===== config.mk =====
export PLATFORM = sky130hd
export DESIGN_NAME = tx_symbol_source_scrambler
export DESIGN_NICKNAME = d
export VERILOG_FILES = /design/src/logic/tx_source_pkg.sv /design/src/logic/tx_symbol_source_scrambler.sv
export SDC_FILE = /design/constraint.sdc
export NUM_CORES = 1
export LEC_CHECK = 0
export BUFFER_PORTS_ARGS = -buffer_cell sky130_fd_sc_hd__clkbuf_2
export CELL_PAD_IN_SITES_DETAIL_PLACEMENT = 1
export CELL_PAD_IN_SITES_GLOBAL_PLACEMENT = 2
export CORE_ASPECT_RATIO = 0.6
export CORE_MARGIN = 2
export CORE_UTILIZATION = 34
export CTS_CLUSTER_DIAMETER = 30
export DETAILED_ROUTE_END_ITERATION = 10
export GPL_ROUTABILITY_DRIVEN = 0
export PLACE_DENSITY_LB_ADDON = 0.1
export SLEW_MARGIN = 15
export SYNTH_ARGS = -nofsm -noshare
export SYNTH_HDL_FRONTEND = slang
export SYNTH_SLANG_ARGS = --single-unit

===== constraint.sdc =====
create_clock -name ref_clk_i -period 4.1 [get_ports ref_clk_i]
set_input_delay 0.82 -clock ref_clk_i [delete_from_list [all_inputs] [get_ports ref_clk_i]]
set_output_delay 0.82 -clock ref_clk_i [all_outputs]
set_load 0.02 [all_outputs]

===== src/logic/tx_source_pkg.sv =====
// Constants and types for the transmit symbol source and scrambler.
// Assumes a single clock domain and a byte-wide register port.
package tx_source_pkg;

   // ---------------------------------------------------------------
   // Register offsets
   // ---------------------------------------------------------------
   localparam logic [7:0] MODE_ADDR   = 8'h0b;
   localparam logic [7:0] STATUS_ADDR = 8'h0c;
   localparam logic [7:0] TRIM_ADDR   = 8'h28;
   localparam logic [7:0] LEVEL_ADDR  = 8'h29;

   // ---------------------------------------------------------------
   // Mode register fields
   // ---------------------------------------------------------------
   localparam int SRC_LSB     = 0;
   localparam int REMOTE_BIT  = 3;
   localparam int PULSE_LSB   = 4;
   localparam int TX_OFF_BIT  = 6;
   localparam logic [7:0] MODE_RESET  = 8'h42;
   localparam logic [7:0] LEVEL_RESET = 8'h80;

   // ---------------------------------------------------------------
   // Scrambler
   // ---------------------------------------------------------------
   localparam int LFSR_LEN        = 23;
   localparam int TAP_LOCAL       = 5;
   localparam int TAP_REMOTE      = 18;
   localparam logic [22:0] LFSR_RESET = 23'h000001;

   // ---------------------------------------------------------------
   // Source select codes
   // ---------------------------------------------------------------
   typedef enum logic [2:0] {
      SRC_PULSE     = 3'h0,
      SRC_LOOP_SCR  = 3'h1,
      SRC_DATA_4L   = 3'h2,
      SRC_ONES_4L   = 3'h3,
      SRC_RESERVED  = 3'h4,
      SRC_DATA_SCR  = 3'h5,
      SRC_DATA_2L   = 3'h6,
      SRC_ONES_2L   = 3'h7
   } tx_source_t;

   // ---------------------------------------------------------------
   // Carriers
   // ---------------------------------------------------------------
   typedef struct packed {
      logic sign;
      logic mag;
   } bit_pair_t;

   typedef struct packed {
      logic              zero;
      logic signed [2:0] level;
   } tx_symbol_t;

endpackage : tx_source_pkg


===== src/logic/tx_symbol_source_scrambler.sv =====
// Transmit symbol source selector, scrambler, symbol mapper and DAC
// level scaling. Assumes symbol_tick_i pulses once per symbol period
// and meter_tick_i pulses at each meter timer countdown expiry.
//
// How it works
// - Three-bit source field in the mode register selects source and scrambling.
// - Code 000 sends one pulse at selected level, surrounded by zeros.
// - Pulse repeats at meter timer interval; software keeps timer continuous.
// - Code 001 scrambles receiver detector sign and magnitude, four-level.
// - Code 010 sends channel unit bit pairs unscrambled, four-level.
// - Code 011 scrambles constant ones, four-level.
// - Code 101 scrambles channel unit bit pairs, four-level.
// - Code 110 zeroes magnitude, sends unscrambled sign as plus or minus three.
// - Code 111 scrambles ones once per symbol for sign, magnitude zero.
// - Four-level map: 00 -3, 01 -1, 11 +1, 10 +3.
// - Two-level: sign zero gives -3, sign one gives +3.
// - Scrambler is a 23-stage linear feedback shift register.
// - Taps 23 and 5 for local unit, 23 and 18 for remote.
// - Scrambler steps once per symbol in code 111, twice in scrambled four-level codes.
// - Transmitter off forces zero output in every mode.
// - Zero output only in pulse mode, reserved code 100 or transmitter off.
// - Each non-zero symbol becomes one of four DAC levels +3, +1, -1, -3.
// - DAC amplitude scales by the transmit level register.
// - Read-only trim value offsets process variation.
//
// The plain strobed port was chosen for this implementation.
`timescale 1ns/1ns
module tx_symbol_source_scrambler
#(
   parameter int DATA_W  = 8,
   parameter int ADDR_W  = 8,
   parameter int LEVEL_W = 8
)
(
   input  wire logic                            ref_clk_i,
   input  wire logic                            reset_i,
   input  wire logic [ADDR_W-1:0]               addr_i,
   input  wire logic [DATA_W-1:0]               wdata_i,
   input  wire logic                            wr_i,
   input  wire logic                            rd_i,
   output logic      [DATA_W-1:0]               rdata_o,
   input  wire logic                            symbol_tick_i,
   input  wire logic                            meter_tick_i,
   input  wire tx_source_pkg::bit_pair_t        chan_pair_i,
   input  wire tx_source_pkg::bit_pair_t        detect_pair_i,
   input  wire logic [LEVEL_W-1:0]              trim_value_i,
   output tx_source_pkg::tx_symbol_t            symbol_o,
   output logic signed [LEVEL_W+2:0]            dac_out_o
);

   // ---------------------------------------------------------------
   // Helpers
   // ---------------------------------------------------------------
   // One scrambler step: returns {scrambled bit, next state}
   function automatic logic [23:0] lfsr_step
   (
      input logic [22:0] state,
      input logic        remote,
      input logic        din
   );
      logic tap;
      logic sbit;
      tap  = remote ? state[tx_source_pkg::TAP_REMOTE-1]
                    : state[tx_source_pkg::TAP_LOCAL-1];
      sbit = din ^ tap ^ state[tx_source_pkg::LFSR_LEN-1];
      return {sbit, state[21:0], sbit};
   endfunction : lfsr_step

   // Sign and magnitude to signed level
   function automatic logic signed [2:0] map_level
   (
      input tx_source_pkg::bit_pair_t p
   );
      logic signed [2:0] lv;
      case ({p.sign, p.mag})
         2'h0:
         begin
            lv = -3'sd3;
         end
         2'h1:
         begin
            lv = -3'sd1;
         end
         2'h3:
         begin
            lv = 3'sd1;
         end
         default:
         begin
            lv = 3'sd3;
         end
      endcase
      return lv;
   endfunction : map_level

   // Write strobe aimed at one register address
   function automatic logic reg_write
   (
      input logic              wr,
      input logic [ADDR_W-1:0] addr,
      input logic [ADDR_W-1:0] target
   );
      return wr && (addr == target);
   endfunction : reg_write

   // ---------------------------------------------------------------
   // Registers
   // ---------------------------------------------------------------
   logic [7:0]                mode;
   logic [LEVEL_W-1:0]        tx_level;
   logic [22:0]               lfsr;
   logic                      pulse_pending;
   tx_source_pkg::tx_source_t src;
   logic                      remote;
   logic                      tx_off;
   tx_source_pkg::bit_pair_t  pulse_pair;

   assign src        = tx_source_pkg::tx_source_t'(
                          mode[tx_source_pkg::SRC_LSB +: 3]);
   assign remote     = mode[tx_source_pkg::REMOTE_BIT];
   assign tx_off     = mode[tx_source_pkg::TX_OFF_BIT];
   assign pulse_pair = tx_source_pkg::bit_pair_t'(
                          mode[tx_source_pkg::PULSE_LSB +: 2]);

   // Mode register; bit 7 is not implemented and stays zero
   always_ff @(posedge ref_clk_i)
   begin
      if (reset_i)
      begin
         mode <= tx_source_pkg::MODE_RESET;
      end
      else if (reg_write(wr_i, addr_i, tx_source_pkg::MODE_ADDR))
      begin
         mode <= {1'b0, wdata_i[6:0]};
      end
   end

   // Transmit level; software loads it from the trim value
   always_ff @(posedge ref_clk_i)
   begin
      if (reset_i)
      begin
         tx_level <= tx_source_pkg::LEVEL_RESET;
      end
      else if (reg_write(wr_i, addr_i, tx_source_pkg::LEVEL_ADDR))
      begin
         tx_level <= wdata_i[LEVEL_W-1:0];
      end
   end

   // ---------------------------------------------------------------
   // Register read port
   // ---------------------------------------------------------------
   always_ff @(posedge ref_clk_i)
   begin
      if (reset_i)
      begin
         rdata_o <= '0;
      end
      else if (rd_i)
      begin
         case (addr_i)
            tx_source_pkg::MODE_ADDR:
            begin
               rdata_o <= mode;
            end
            tx_source_pkg::STATUS_ADDR:
            begin
               rdata_o <= {3'h0, pulse_pending, symbol_o.zero,
                           symbol_o.level};
            end
            tx_source_pkg::TRIM_ADDR:
            begin
               rdata_o <= trim_value_i;
            end
            tx_source_pkg::LEVEL_ADDR:
            begin
               rdata_o <= tx_level;
            end
            default:
            begin
               rdata_o <= '0;
            end
         endcase
      end
      else
      begin
         rdata_o <= '0;
      end
   end

   // ---------------------------------------------------------------
   // Isolated pulse timing
   // ---------------------------------------------------------------
   // Meter expiry arms one pulse for the next symbol; a new expiry in
   // the same cycle as the pulse goes out keeps it armed
   always_ff @(posedge ref_clk_i)
   begin
      if (reset_i)
      begin
         pulse_pending <= 1'b0;
      end
      else if (meter_tick_i)
      begin
         pulse_pending <= 1'b1;
      end
      else if (symbol_tick_i)
      begin
         pulse_pending <= 1'b0;
      end
   end

   // ---------------------------------------------------------------
   // Source selection and scrambling
   // ---------------------------------------------------------------
   // Self-synchronising form: the scrambled bit itself is shifted in,
   // so a far end can descramble without knowing the seed. The two
   // four-level steps are chained within one cycle so that both bits
   // of a symbol come from consecutive register states.
   logic                      scr_din;
   logic [23:0]               step1;
   logic [23:0]               step2;
   logic [23:0]               ones_step;
   logic [22:0]               next_lfsr;
   tx_source_pkg::bit_pair_t  data_pair;
   tx_source_pkg::tx_symbol_t next_symbol;

   // Scrambler input pair; ones fill every mode without data
   always_comb
   begin
      case (src)
         tx_source_pkg::SRC_LOOP_SCR:
         begin
            data_pair = detect_pair_i;
         end
         tx_source_pkg::SRC_DATA_SCR:
         begin
            data_pair = chan_pair_i;
         end
         default:
         begin
            data_pair = 2'h3;
         end
      endcase
   end

   // Two chained steps for four-level, one step for two-level ones
   assign scr_din   = 1'b1;
   assign step1     = lfsr_step(lfsr, remote, data_pair.sign);
   assign step2     = lfsr_step(step1[22:0], remote, data_pair.mag);
   assign ones_step = lfsr_step(lfsr, remote, scr_din);

   // Unscrambled, pulse and reserved modes hold the register still
   always_comb
   begin
      case (src)
         tx_source_pkg::SRC_LOOP_SCR,
         tx_source_pkg::SRC_ONES_4L,
         tx_source_pkg::SRC_DATA_SCR:
         begin
            next_lfsr = step2[22:0];
         end
         tx_source_pkg::SRC_ONES_2L:
         begin
            next_lfsr = ones_step[22:0];
         end
         default:
         begin
            next_lfsr = lfsr;
         end
      endcase
   end

   always_ff @(posedge ref_clk_i)
   begin
      if (reset_i)
      begin
         lfsr <= tx_source_pkg::LFSR_RESET;
      end
      else if (symbol_tick_i)
      begin
         lfsr <= next_lfsr;
      end
   end

   // ---------------------------------------------------------------
   // Symbol mapping
   // ---------------------------------------------------------------
   // Zero appears only in pulse gaps, reserved code or while off
   always_comb
   begin
      next_symbol.zero  = 1'b0;
      next_symbol.level = 3'sd0;
      case (src)
         tx_source_pkg::SRC_PULSE:
         begin
            if (pulse_pending)
            begin
               next_symbol.level = map_level(pulse_pair);
            end
            else
            begin
               next_symbol.zero = 1'b1;
            end
         end
         tx_source_pkg::SRC_LOOP_SCR,
         tx_source_pkg::SRC_ONES_4L,
         tx_source_pkg::SRC_DATA_SCR:
         begin
            next_symbol.level =
               map_level({step1[23], step2[23]});
         end
         tx_source_pkg::SRC_DATA_4L:
         begin
            next_symbol.level = map_level(chan_pair_i);
         end
         tx_source_pkg::SRC_DATA_2L:
         begin
            next_symbol.level =
               map_level({chan_pair_i.sign, 1'b0});
         end
         tx_source_pkg::SRC_ONES_2L:
         begin
            next_symbol.level =
               map_level({ones_step[23], 1'b0});
         end
         default:
         begin
            next_symbol.zero = 1'b1;
         end
      endcase
      if (tx_off)
      begin
         next_symbol.zero  = 1'b1;
         next_symbol.level = 3'sd0;
      end
      if (next_symbol.zero)
      begin
         next_symbol.level = 3'sd0;
      end
   end

   always_ff @(posedge ref_clk_i)
   begin
      if (reset_i)
      begin
         symbol_o <= '{zero: 1'b1, level: 3'sd0};
      end
      else if (symbol_tick_i)
      begin
         symbol_o <= next_symbol;
      end
   end

   // ---------------------------------------------------------------
   // DAC level scaling
   // ---------------------------------------------------------------
   // Level times unsigned gain; the gain gets a zero sign bit so a
   // large setting is never read as negative
   logic signed [LEVEL_W+2:0] next_dac;
   assign next_dac = (LEVEL_W+3)'($signed(symbol_o.level)
                     * $signed({1'b0, tx_level}));

   always_ff @(posedge ref_clk_i)
   begin
      if (reset_i)
      begin
         dac_out_o <= '0;
      end
      else
      begin
         dac_out_o <= next_dac;
      end
   end

endmodule : tx_symbol_source_scrambler


# Word-level counts from Yosys, hierarchy flattened
# Cells that the tools add are included.
[op_classes]
n_eq_ne = 16
n_mux = 18
reduce_logical = 12
n_mul = 1
bitwise_logic = 7
[op_table]
columns = ["operator", "n"]
rows = [
  ["$pmux W23 S2", 1],
  ["$pmux W8 S4", 1],
  ["$pmux W3 S3", 3],
  ["$eq A8 B4 Y1 const B", 2],
  ["$eq A8 B6 Y1 const B", 2],
  ["$pmux W3 S5", 1],
  ["$mux W3", 4],
  ["$mul A3 B9 Y11", 1],
  ["$eq A3 B3 Y1 const B", 3],
  ["$eq A2 B1 Y1 const B", 3],
  ["$eq A2 B2 Y1 const B", 3],
  ["$eq A3 B2 Y1 const B", 2],
  ["$logic_not A2 Y1", 3],
  ["$reduce_or A6 Y1", 1],
  ["$mux W1", 5],
  ["$xor A1 B1 Y1", 5],
  ["$mux W4", 1],
  ["$pmux W2 S2", 1],
  ["$reduce_bool A2 Y1", 2],
  ["$eq A3 B1 Y1 const B", 1],
  ["$logic_not A3 Y1", 1],
  ["$reduce_or A3 Y1", 1],
  ["$logic_and A1 B1 Y1", 2],
  ["$not A1 Y1", 2],
  ["other kinds (3)", 3],
]
[totals]
in_bits = 34
reg_bits = 62
output_inout_bits = 23

# Logic depth before layout (Yosys ltp)
# Gate-level depths: netlist of run 1.
[logic_depth]
word_depth = 9
ltp_mapped = 11
depth_no_buf = 10

# Worst setup path after synthesis of run 1
# OpenSTA, ideal clock, no wires.
[synth_timing]
path_type = "register -> register"
from = "register symbol_o[2] in the netlist's numbering"
to = "register dac_out_o[9]"
path_slack_ns = 0.941
required_ns = 3.975
t_arrival_ns = 3.034
n_path_buf = 1
synth_period_minus_slack_ns = 3.159
path_stages_with_launch = 12
path_cell_list = "dfxtp_1 > clkbuf_1 > nand2b_1 > fa_1 > inv_1 > fa_1 > ha_1 > fa_1 > a21o_1 > a21oi_1 > or4_1 > nand3_1"
[synth_via]
elab_chain_cells = 1
[synth_lines]
columns = ["element", "line", "rtl"]
rows = [
  ["start, declared", "tx_symbol_source_scrambler.sv:47", "output tx_source_pkg::tx_symbol_t symbol_o,"],
  ["start signal, assigned", "tx_symbol_source_scrambler.sv:347", "symbol_o <= '{zero: 1'b1, level: 3'sd0};"],
  ["start signal, assigned", "tx_symbol_source_scrambler.sv:351", "symbol_o <= next_symbol;"],
  ["$mul A3 B9 Y11", "tx_symbol_source_scrambler.sv:362", "* $signed({1'b0, tx_level}));"],
  ["end signal, assigned", "tx_symbol_source_scrambler.sv:372", "dac_out_o <= next_dac;"],
  ["end, declared", "tx_symbol_source_scrambler.sv:48", "output logic signed [LEVEL_W+2:0] dac_out_o"],
]
# Every way passes these cells.
# A chain may end at the register's enable or synchronous reset.

# Worst setup path after layout of run 1
# Ends and elaborated chain as after synthesis.

==> results of run 1 <==
## critical path, stage by stage, from the launching register on
cell      delay (ps)
dfxtp_1          660
nand2b_1         150
fa_1             560
inv_1             60
fa_1             410
ha_1             250
fa_1             430
a21o_1           180
a21oi_1          290
or4_1            180
nand3_1           70
## area by class of cell
class,count,area (um^2)
multi-input combinational,295,2050
inverter,25,93.8
sequential,62,1240
tap,135,169
clock inverter,3,65.1
fill,1194,5710
timing repair buffer,61,318
clock buffer,13,270
## flip-flops by register name, summed over array words and instances (netlist names)
signal / cells
lfsr: 23
dac_out_o: 11
rdata_o: 8
tx_level: 8
mode: 7
symbol_o: 4
pulse_pending: 1
## cell families (layout without fill, tap and decap cells)
family | after synthesis | count (layout) | share of synthesized area, %
buffers and inverters | 50 | 102 | 5.46
multiplexers | 18 | 18 | 5.24
adder cells (fa/ha/maj) | 30 | 30 | 12.5
XOR/XNOR | 8 | 8 | 2.01
AND/OR/NAND/NOR | 170 | 170 | 23.2
flip-flops | 62 | 62 | 35.6
AO/OA/AOI/OAI | 69 | 69 | 15.9
## per-layer routing
metal | up-vias | wire length [um] | global-route usage, %
li1 | 1526 | - | -
met1 | 1482 | 5470 | 27.8
met2 | 59 | 3830 | 26.1
met3 | 9 | 447 | 4.70
met4 | 0 | 87 | 5.26
met5 | - | 0 | 0
## Yosys cell counts, types with 3 or more instances
library cell and count:
nand2_1 67, dfxtp_1 62, nor2_1 53, inv_1 25, a311oi_1 23, ha_1 22
clkbuf_1 16, mux2i_1 16, nor2b_1 10, nand2b_1 9, fa_1 8, a21oi_1 7
buf_1 7, xnor2_1 7, and2_1 6, a222oi_1 5, a22o_1 5, nor3_1 4
o21ai_0 4, a22oi_1 3, nand3_1 3, nor4_1 3
## worst paths after layout
path                                      to  slack, ps
worst max-delay path            dac_out_o[9]        740
worst min-delay path                lfsr[14]        490
worst max register to register  dac_out_o[9]        740
worst min register to register      lfsr[14]        490
## where the power goes
| group | leakage (nW) | switching, mW | internal [mW] | total [mW] |
|---|---|---|---|---|
| Combinational | 1.06 | 0.0358 | 0.0228 | 0.0586 |
| Clock | 0.166 | 0.275 | 0.581 | 0.856 |
| Sequential | 0.500 | 0.00104 | 0.604 | 0.605 |
| Total | 1.72 | 0.312 | 1.21 | 1.52 |
==> metrics.md, run 1 <==
| Metric | Value |
|---|---|
| DRC | `0` |
| Hold-fix buffers, CTS | `0` |
| PwrDens | `361 mW/mm^2` |
| Power, Total | `1.52 mW` |
| Worst Slack Setup Final | `741 ps` |
| Startpoint type of the worst setup path | `flop` |
| Vias in the first global route | `2990` |
| Final clock skew | `7.81 ps` |
| Share of cells above drive strength 1 | `17.6%` |
| Cells after synthesis | `407` |
| Mapped Area | `0.00348 mm^2` |
| Worst-path fanout max | `13` |
| Synthesized Nets | `471` |
| DR iter-0 viols | `194` |
| Leak pwr | `1.72 nW` |
| Core Box Area | `0.00991 mm^2` |
| Fin crit share | `81.9%` |
| Initial Utilization | `35.1%` |
| Status | `completed` |
| Post-CTS Setup Inserts | `0` |
| DR WL/cell | `16.6 um` |
| Num rows | `28` |
| Netlist cell types | `53` |
| Async SR Flop Fraction | `0%` |
| Final setup vio count | `0` |
| Dpl cells | `578` |
| CTS H-tree lvls | `3` |
| Post-Layout Inst Area | `0.00421 mm^2` |
| Pin count of the biggest net entering global routing | `54` |
| Antenna diodes | `0` |
| CTS Buffer Depth | `2` |
| Clock Sink Count | `62` |
| CP Class | `reg -> reg` |
| Register area share after synthesis | `35.6%` |
| Share of the synthesized area in the top cell type | `35.6%` |
| Final wirelength | `9830 um` |
| Post-DRT Antenna Nets | `0` |
| Clk root buf | `clkbuf_16` |
| Commonest non-fill, non-tap cell in the layout | `nand2_1` |
| Crit path from | `symbol_o[2]` |
| Setup TNS | `0 ps` |
| DP Area | `0.00387 mm^2` |
| Core Util, Final | `42.5%` |
| IO Count | `57` |
| Max-Slew Margin vs Limit | `32.5%` |
| CTS buffer count | `9` |
| First drt pass iteration count | `5` |
| Number of enable flip-flop cells after synthesis | `0` |
| Die Ht | `82.4 um` |
| WHS Path Cells | `2` |
| Clock-pin slew on the worst setup and hold paths | `60 ps` |
| Layout Nets | `518` |
| First-pass GRT wire length | `15800 um` |
| Die ar. | `0.0111 mm^2` |
| Dpl ws | `726 ps` |
| Crit path arrival time | `3570 ps` |
| Fin cells | `594` |
| Top cells by area, synth | `dfxtp_1 (36%), ha_1 (7.9%), nand2_1 (7.2%), a311oi_1 (5.8%), nor2_1 (5.7%)` |
| RSZ-0062 raised after global routing | `false` |
| DP HPWL | `7070 um` |
| Avg Vias per Cell | `5.18` |
| Clk_lat worst skew | `340 ps` |
| Main synth FF type | `dfxtp_1` |
| Fmax | `0.298 GHz` |
| GRT overflow | `0` |
| Initial antenna violation count | `0` |
| GRT Util Overall | `18.6%` |
| Layout area overhead | `20.8%` |
| Slew Limit Fails | `0` |
| Hold Vio Cnt, Final | `0` |
| Dominant cell type by area after synthesis | `dfxtp_1` |
| RR Startpoint | `symbol_o[2]` |
| Most frequent cells in the layout | `nand2_1 (67), dfxtp_1 (62), clkbuf_2 (56), nor2_1 (53), inv_1 (25)` |
| Minimum clock period | `3360 ps` |
| PortBufs | `56` |
| Crit end category | `flop` |
| Slew of the pin with the lowest slew margin | `1010 ps` |
| Post-CTS Resized | `0` |
| Yosys reg bits | `62` |
| Max-Cap Viols | `0` |
| CTS tree | `done` |
| Routed vias | `3076` |
| HP Start | `lfsr[13]` |
| R2R cell count | `10` |
| CP Data Required Time | `4310 ps` |
| Worst hold slack | `489 ps` |
| VDD IR max | `216 uV` |
| Die width | `135 um` |
| YS warnings | `0` |
| Hold crit path type | `reg -> reg` |
| Avg Cell Area, Syn | `8.56 um^2` |
(Power assumes the default switching activity.)
==> inputs of run 2 (changes only) <==
- clock period: 4.1 -> 3.4 ns (I/O delays scaled with it)
==> run 2 against run 1 <==
Highest routed layer unchanged; clock power rose by 3.0%; flip-flop and latch count unchanged; non-clock buffer count grew 5; sequential share of layout area rose by 0.070 points.
==> metrics.md, run 2 (synthesized netlist as in run 1, its figures left out) <==
| Metric | Value |
|---|---|
| Status | `completed` |
| Fin crit share | `90.5%` |
| CTS Buffer Depth | `2` |
| WHS Path Cells | `2` |
| Hold-fix buffers, CTS | `0` |
| RSZ-0062 raised after global routing | `false` |
| Combinational share of power | `4.3%` |
| Crit path arrival time | `3290 ps` |
| Worst Slack Setup Final | `323 ps` |
| Fmax | `0.325 GHz` |
| Critical-path cell list | `nand2_1 -> fa_1 -> inv_1 -> fa_1 -> ha_1 -> fa_1 -> a21o_1 -> a21oi_1 -> or4_1 -> nand3_1` |
| Top cell by count, worst path | `fa_1` |
| Worst-path fanout max | `11` |
| R2R cell count | `10` |
| Fin cells | `599` |
| Num rows | `28` |
| PwrDens | `401 mW/mm^2` |
| Internal power | `1.31 mW` |
| HP Start | `lfsr[8]` |
| Layout area overhead | `20.5%` |
| Routed vias | `3086` |
| Slew Limit Fails | `0` |
| Leak pwr | `1.72 nW` |
| IO Count | `57` |
| Max FFs per register | `23` |
| Max-Cap Viols | `0` |
| Minimum clock period | `3080 ps` |
| PortBufs | `56` |
| GRT Util Overall | `19.5%` |
| Post-CTS Setup Inserts | `0` |
| Power, Total | `1.68 mW` |
| GRT overflow | `0` |
| Layout Nets | `523` |
| Sequential power share | `43.3%` |
| Post-CTS Resized | `0` |
| Clock Sink Count | `62` |
| DR WL/cell | `17.0 um` |
| Hold Vio Cnt, Final | `0` |
| Post-DRT Antenna Nets | `0` |
| First-pass GRT wire length | `16300 um` |
| Switching part of the total | `22.1%` |
| RR Startpoint | `symbol_o[1]` |
| DRC | `0` |
| Avg Vias per Cell | `5.15` |
| Dpl cells | `583` |
| Clock power share | `52.4%` |
| Crit end category | `flop` |
| DR iter-0 viols | `144` |
| CP Data Required Time | `3610 ps` |
| Vias in the first global route | `3034` |
| Dpl ws | `322 ps` |
| Switching Power | `0.373 mW` |
| Initial antenna violation count | `0` |
| Top reg by flops | `lfsr` |
| Top Registers | `lfsr: 23 flops, dac_out_o: 11 flops` |
| Die width | `135 um` |
| Final wirelength | `10200 um` |
| Clk root buf | `clkbuf_16` |
| DP HPWL | `7390 um` |
| Share of cells above drive strength 1 | `18.1%` |
| Commonest non-fill, non-tap cell in the layout | `nand2_1` |
| CTS H-tree lvls | `3` |
| Final setup vio count | `0` |
| Max stage delay on crit path | `540 ps` |
| Crit path from | `symbol_o[1]` |
| VDD IR max | `225 uV` |
| Setup TNS | `0 ps` |
| Max stage delay cell, worst path | `dfxtp_1` |
| Crit-path leading delay family | `adder cells` |
| Startpoint type of the worst setup path | `flop` |
| Die ar. | `0.0111 mm^2` |
| Antenna diodes | `0` |
| CP Class | `reg -> reg` |
| Max-Slew Margin vs Limit | `47.3%` |
| Initial Utilization | `35.1%` |
| Hold crit path type | `reg -> reg` |
| Pin count of the biggest net entering global routing | `54` |
| CTS tree | `done` |
| Clock-pin slew on the worst setup and hold paths | `50 ps` |
| Core Box Area | `0.00991 mm^2` |
| Final clock skew | `3.58 ps` |
| Most frequent cells in the layout | `nand2_1 (67), dfxtp_1 (62), clkbuf_2 (56), nor2_1 (53), inv_1 (25)` |
| Slew of the pin with the lowest slew margin | `785 ps` |
| Clk_lat worst skew | `330 ps` |
| Die Ht | `82.4 um` |
| First drt pass iteration count | `4` |
| CTS buffer count | `9` |
| WP depth | `10` |
| Buf+Inv Stages, Crit Path | `1` |
==> run 2: changes by cell type in the layout (fill, tap and decap cells not counted), sizes merged <==
cell    delta
clkinv     -1
bufinv     -2
buf        +5
clkbuf     +3
==> run 2: path summary, 6_finish.rpt <==
kind	slack, ps	end
max	320	dac_out_o[9]
min	490	lfsr[9]
max reg2reg	320	dac_out_o[9]
min reg2reg	490	lfsr[9]
==> run 2: power groups by stage <==
stage | logic, mW | clock network [mW] | registers (mW)
2_1_floorplan | 0.0342 | 0 | 0.745
3_3_place_gp | 0.0707 | 0 | 0.745
3_5_place_dp | 0.0710 | 0 | 0.745
4_1_cts | 0.0715 | 0.907 | 0.729
5_1_grt | 0.0790 | 0.941 | 0.729
6_report | 0.0720 | 0.882 | 0.730
==> run 2: cell type report <==
| class | instances | area [um^2] |
|---|---|---|
| Sequential cell | 62 | 1240 |
| Clock buffer | 16 | 282 |
| Inverter | 25 | 93.8 |
| Tap cell | 135 | 169 |
| Fill cell | 1191 | 5720 |
| Multi-Input combinational cell | 295 | 2060 |
| Timing Repair Buffer | 66 | 355 |
==> run 2: per-stage QoR <==
| stage | util [%] | hold WS, ps | cell area (um^2) |
|---|---|---|---|
| after floorplan | - | 461 | 3480 |
| after global placement | 39.4 | 485 | 3910 |
| after detailed placement | 39.4 | 489 | 3910 |
| after CTS | 42.3 | 498 | 4190 |
| after global routing | 42.4 | 516 | 4200 |
| final | 42.4 | 494 | 4200 |
==> run 2: worst min-delay path: stages, from the launching register on <==
cell and delay [ps]:
dfxtp_1 320, nand2_1 60, a311oi_1 70
==> run 2: layer usage <==
metal | track usage (%) | vias to the layer above | part of all wire [%]
li1 | - | 1532 | -
met1 | 28.3 | 1479 | 54
met2 | 27.2 | 67 | 39
met3 | 6.78 | 8 | 5.9
met4 | 4.53 | 0 | 1.1
met5 | 0 | - | 0
==> inputs of run 3 (changes only) <==
- clock period: 3.4 -> 3.3 ns (I/O delays scaled with it)
==> run 3 against run 2 <==
First-iteration DRC count grew 24%; critical endpoint unchanged; flip-flop and latch count is the same; total power grew 12%.
==> metrics.md, run 3 (synthesized netlist as in run 1, its figures left out) <==
| Metric | Value |
|---|---|
| Status | `completed` |
| Worst-path fanout max | `5` |
| DP Area | `0.00393 mm^2` |
| Final clock skew | `7.23 ps` |
| Avg Vias per Cell | `5.14` |
| Clk_lat worst skew | `330 ps` |
| CTS Buffer Depth | `2` |
| Crit path arrival time | `3180 ps` |
| Layout area overhead | `22.7%` |
| Pin count of the biggest net entering global routing | `54` |
| CTS tree | `done` |
| Crit-path leading delay family | `adder cells` |
| WP depth | `10` |
| CP Class | `reg -> reg` |
| Post-CTS Resized | `0` |
| Layout Nets | `526` |
| Max FFs per register | `23` |
| Crit end category | `flop` |
| First drt pass iteration count | `8` |
| Slew Limit Fails | `0` |
| Buf+Inv Stages, Crit Path | `1` |
| CP endpoint | `dac_out_o[9]` |
| Commonest non-fill, non-tap cell in the layout | `nand2_1` |
| Startpoint type of the worst setup path | `flop` |
| Worst hold slack | `493 ps` |
| Worst Slack Setup Final | `331 ps` |
| Antenna diodes | `0` |
| Initial antenna violation count | `0` |
| GRT overflow | `0` |
| Max-Cap Viols | `0` |
| Clock-pin slew on the worst setup and hold paths | `60 ps` |
| First-pass GRT wire length | `16000 um` |
| Core Box Area | `0.00991 mm^2` |
| Sequential power share | `39.8%` |
| IO Count | `57` |
| Fin crit share | `90.0%` |
| Top reg by flops | `lfsr` |
| Dpl ws | `305 ps` |
| Crit path from | `symbol_o[2]` |
| CTS buffer count | `9` |
| Leak pwr | `1.77 nW` |
| DRC | `0` |
| Clock power share | `56.2%` |
| Top cell by count, worst path | `fa_1` |
| CTS H-tree lvls | `3` |
| Most frequent cells in the layout | `nand2_1 (67), dfxtp_1 (62), clkbuf_2 (56), nor2_1 (53), inv_1 (25)` |
| Hold-fix buffers, CTS | `0` |
| Reg-to-reg endpoint | `dac_out_o[9]` |
| Post-Layout Inst Area | `0.00428 mm^2` |
| DR iter-0 viols | `178` |
| Slew of the pin with the lowest slew margin | `809 ps` |
| Die ar. | `0.0111 mm^2` |
| Setup TNS | `0 ps` |
| Post-CTS Setup Inserts | `0` |
| Top Registers | `lfsr: 23 flops, dac_out_o: 11 flops` |
| Minimum clock period | `2970 ps` |
| PwrDens | `441 mW/mm^2` |
| VDD IR max | `251 uV` |
| Hold crit path type | `reg -> reg` |
| GRT Util Overall | `18.9%` |
| Initial Utilization | `35.1%` |
| Final setup vio count | `0` |
| Final wirelength | `9830 um` |
| Die width | `135 um` |
| Num rows | `28` |
| Max stage delay on crit path | `540 ps` |
| DR WL/cell | `16.3 um` |
| Internal power | `1.50 mW` |
| Combinational share of power | `4.0%` |
| WHS Path Cells | `2` |
| RR Startpoint | `symbol_o[2]` |
| Die Ht | `82.4 um` |
| Clock Sink Count | `62` |
| Clk root buf | `clkbuf_16` |
| Vias in the first global route | `3011` |
| Fmax | `0.337 GHz` |
| Setup slack, reg-to-reg | `330 ps` |
| R2R cell count | `10` |
| Switching part of the total | `20.5%` |
| Share of cells above drive strength 1 | `19.3%` |
| Post-DRT Antenna Nets | `0` |
| Critical-path cell list | `nand2b_1 -> fa_1 -> inv_1 -> fa_1 -> ha_1 -> fa_1 -> a21o_1 -> a21oi_1 -> or4_1 -> nand3_1` |
| Max-Slew Margin vs Limit | `44.6%` |
| Switching Power | `0.387 mW` |
| Max stage delay cell, worst path | `fa_1` |
| Routed vias | `3094` |
| Hold Vio Cnt, Final | `0` |
| RSZ-0062 raised after global routing | `false` |
| CP Data Required Time | `3510 ps` |
| PortBufs | `56` |
| DP HPWL | `7280 um` |
## run 3: cell types whose count changed in the layout (fill, tap and decap cells not counted), sizes merged
cell,change
clkinv,+1
buf,+3
bufinv,+2
clkbuf,-3
## run 3: power by group through the flow
| stage | registers, mW | clock network (mW) | logic [mW] |
|---|---|---|---|
| after floorplan | 0.767 | 0 | 0.0353 |
| after global placement | 0.767 | 0 | 0.0735 |
| after detailed placement | 0.767 | 0 | 0.0735 |
| after CTS | 0.751 | 1.09 | 0.0744 |
| after global routing | 0.751 | 1.12 | 0.0828 |
| final | 0.752 | 1.06 | 0.0748 |
## run 3: worst register-to-register path: stages, from the launching register on
cell,delay [ps]
dfxtp_1,410
nand2b_1,110
fa_1,540
inv_1,60
fa_1,400
ha_1,240
fa_1,420
a21o_1,180
a21oi_1,250
or4_1,170
nand3_1,80
## run 3: final cells by class
| cell class | count | area (um^2) |
|---|---|---|
| inverters | 25 | 93.8 |
| clock inverters | 3 | 65.1 |
| repair buffers | 69 | 378 |
| flip-flops and latches | 62 | 1240 |
| fillers | 1171 | 5640 |
| well taps | 135 | 169 |
| clock buffers | 13 | 270 |
| multi-input cells | 295 | 2060 |
## run 3: worst min path at each step
stage,from,endpoint,slack (ps)
final,lfsr[15],lfsr[16],490
after global routing,lfsr[12],lfsr[14],510
after CTS,lfsr[12],lfsr[14],500
after detailed placement,lfsr[8],lfsr[9],490
after global placement,lfsr[14],lfsr[15],480
after floorplan,lfsr[1],lfsr[1],460
## run 3: through the flow
| step | util [%] | power [mW] | cells |
|---|---|---|---|
| global route | 43.1 | 1.95 | 602 |
| floorplan | - | 0.802 | 407 |
| global placement | 39.7 | 0.841 | 586 |
| detailed placement | 39.7 | 0.841 | 586 |
| CTS | 43.1 | 1.91 | 602 |
| finish | 43.1 | 1.89 | 602 |
## run 3: metal layers
layer	part of all wire (%)	up-vias	track usage (%)	wire, um
li1	-	1534	-	-
met3	5.9	9	4.70	576
met4	0.94	0	5.37	92
met2	39	68	26.3	3850
met1	54	1483	28.5	5320
met5	0	-	0	0
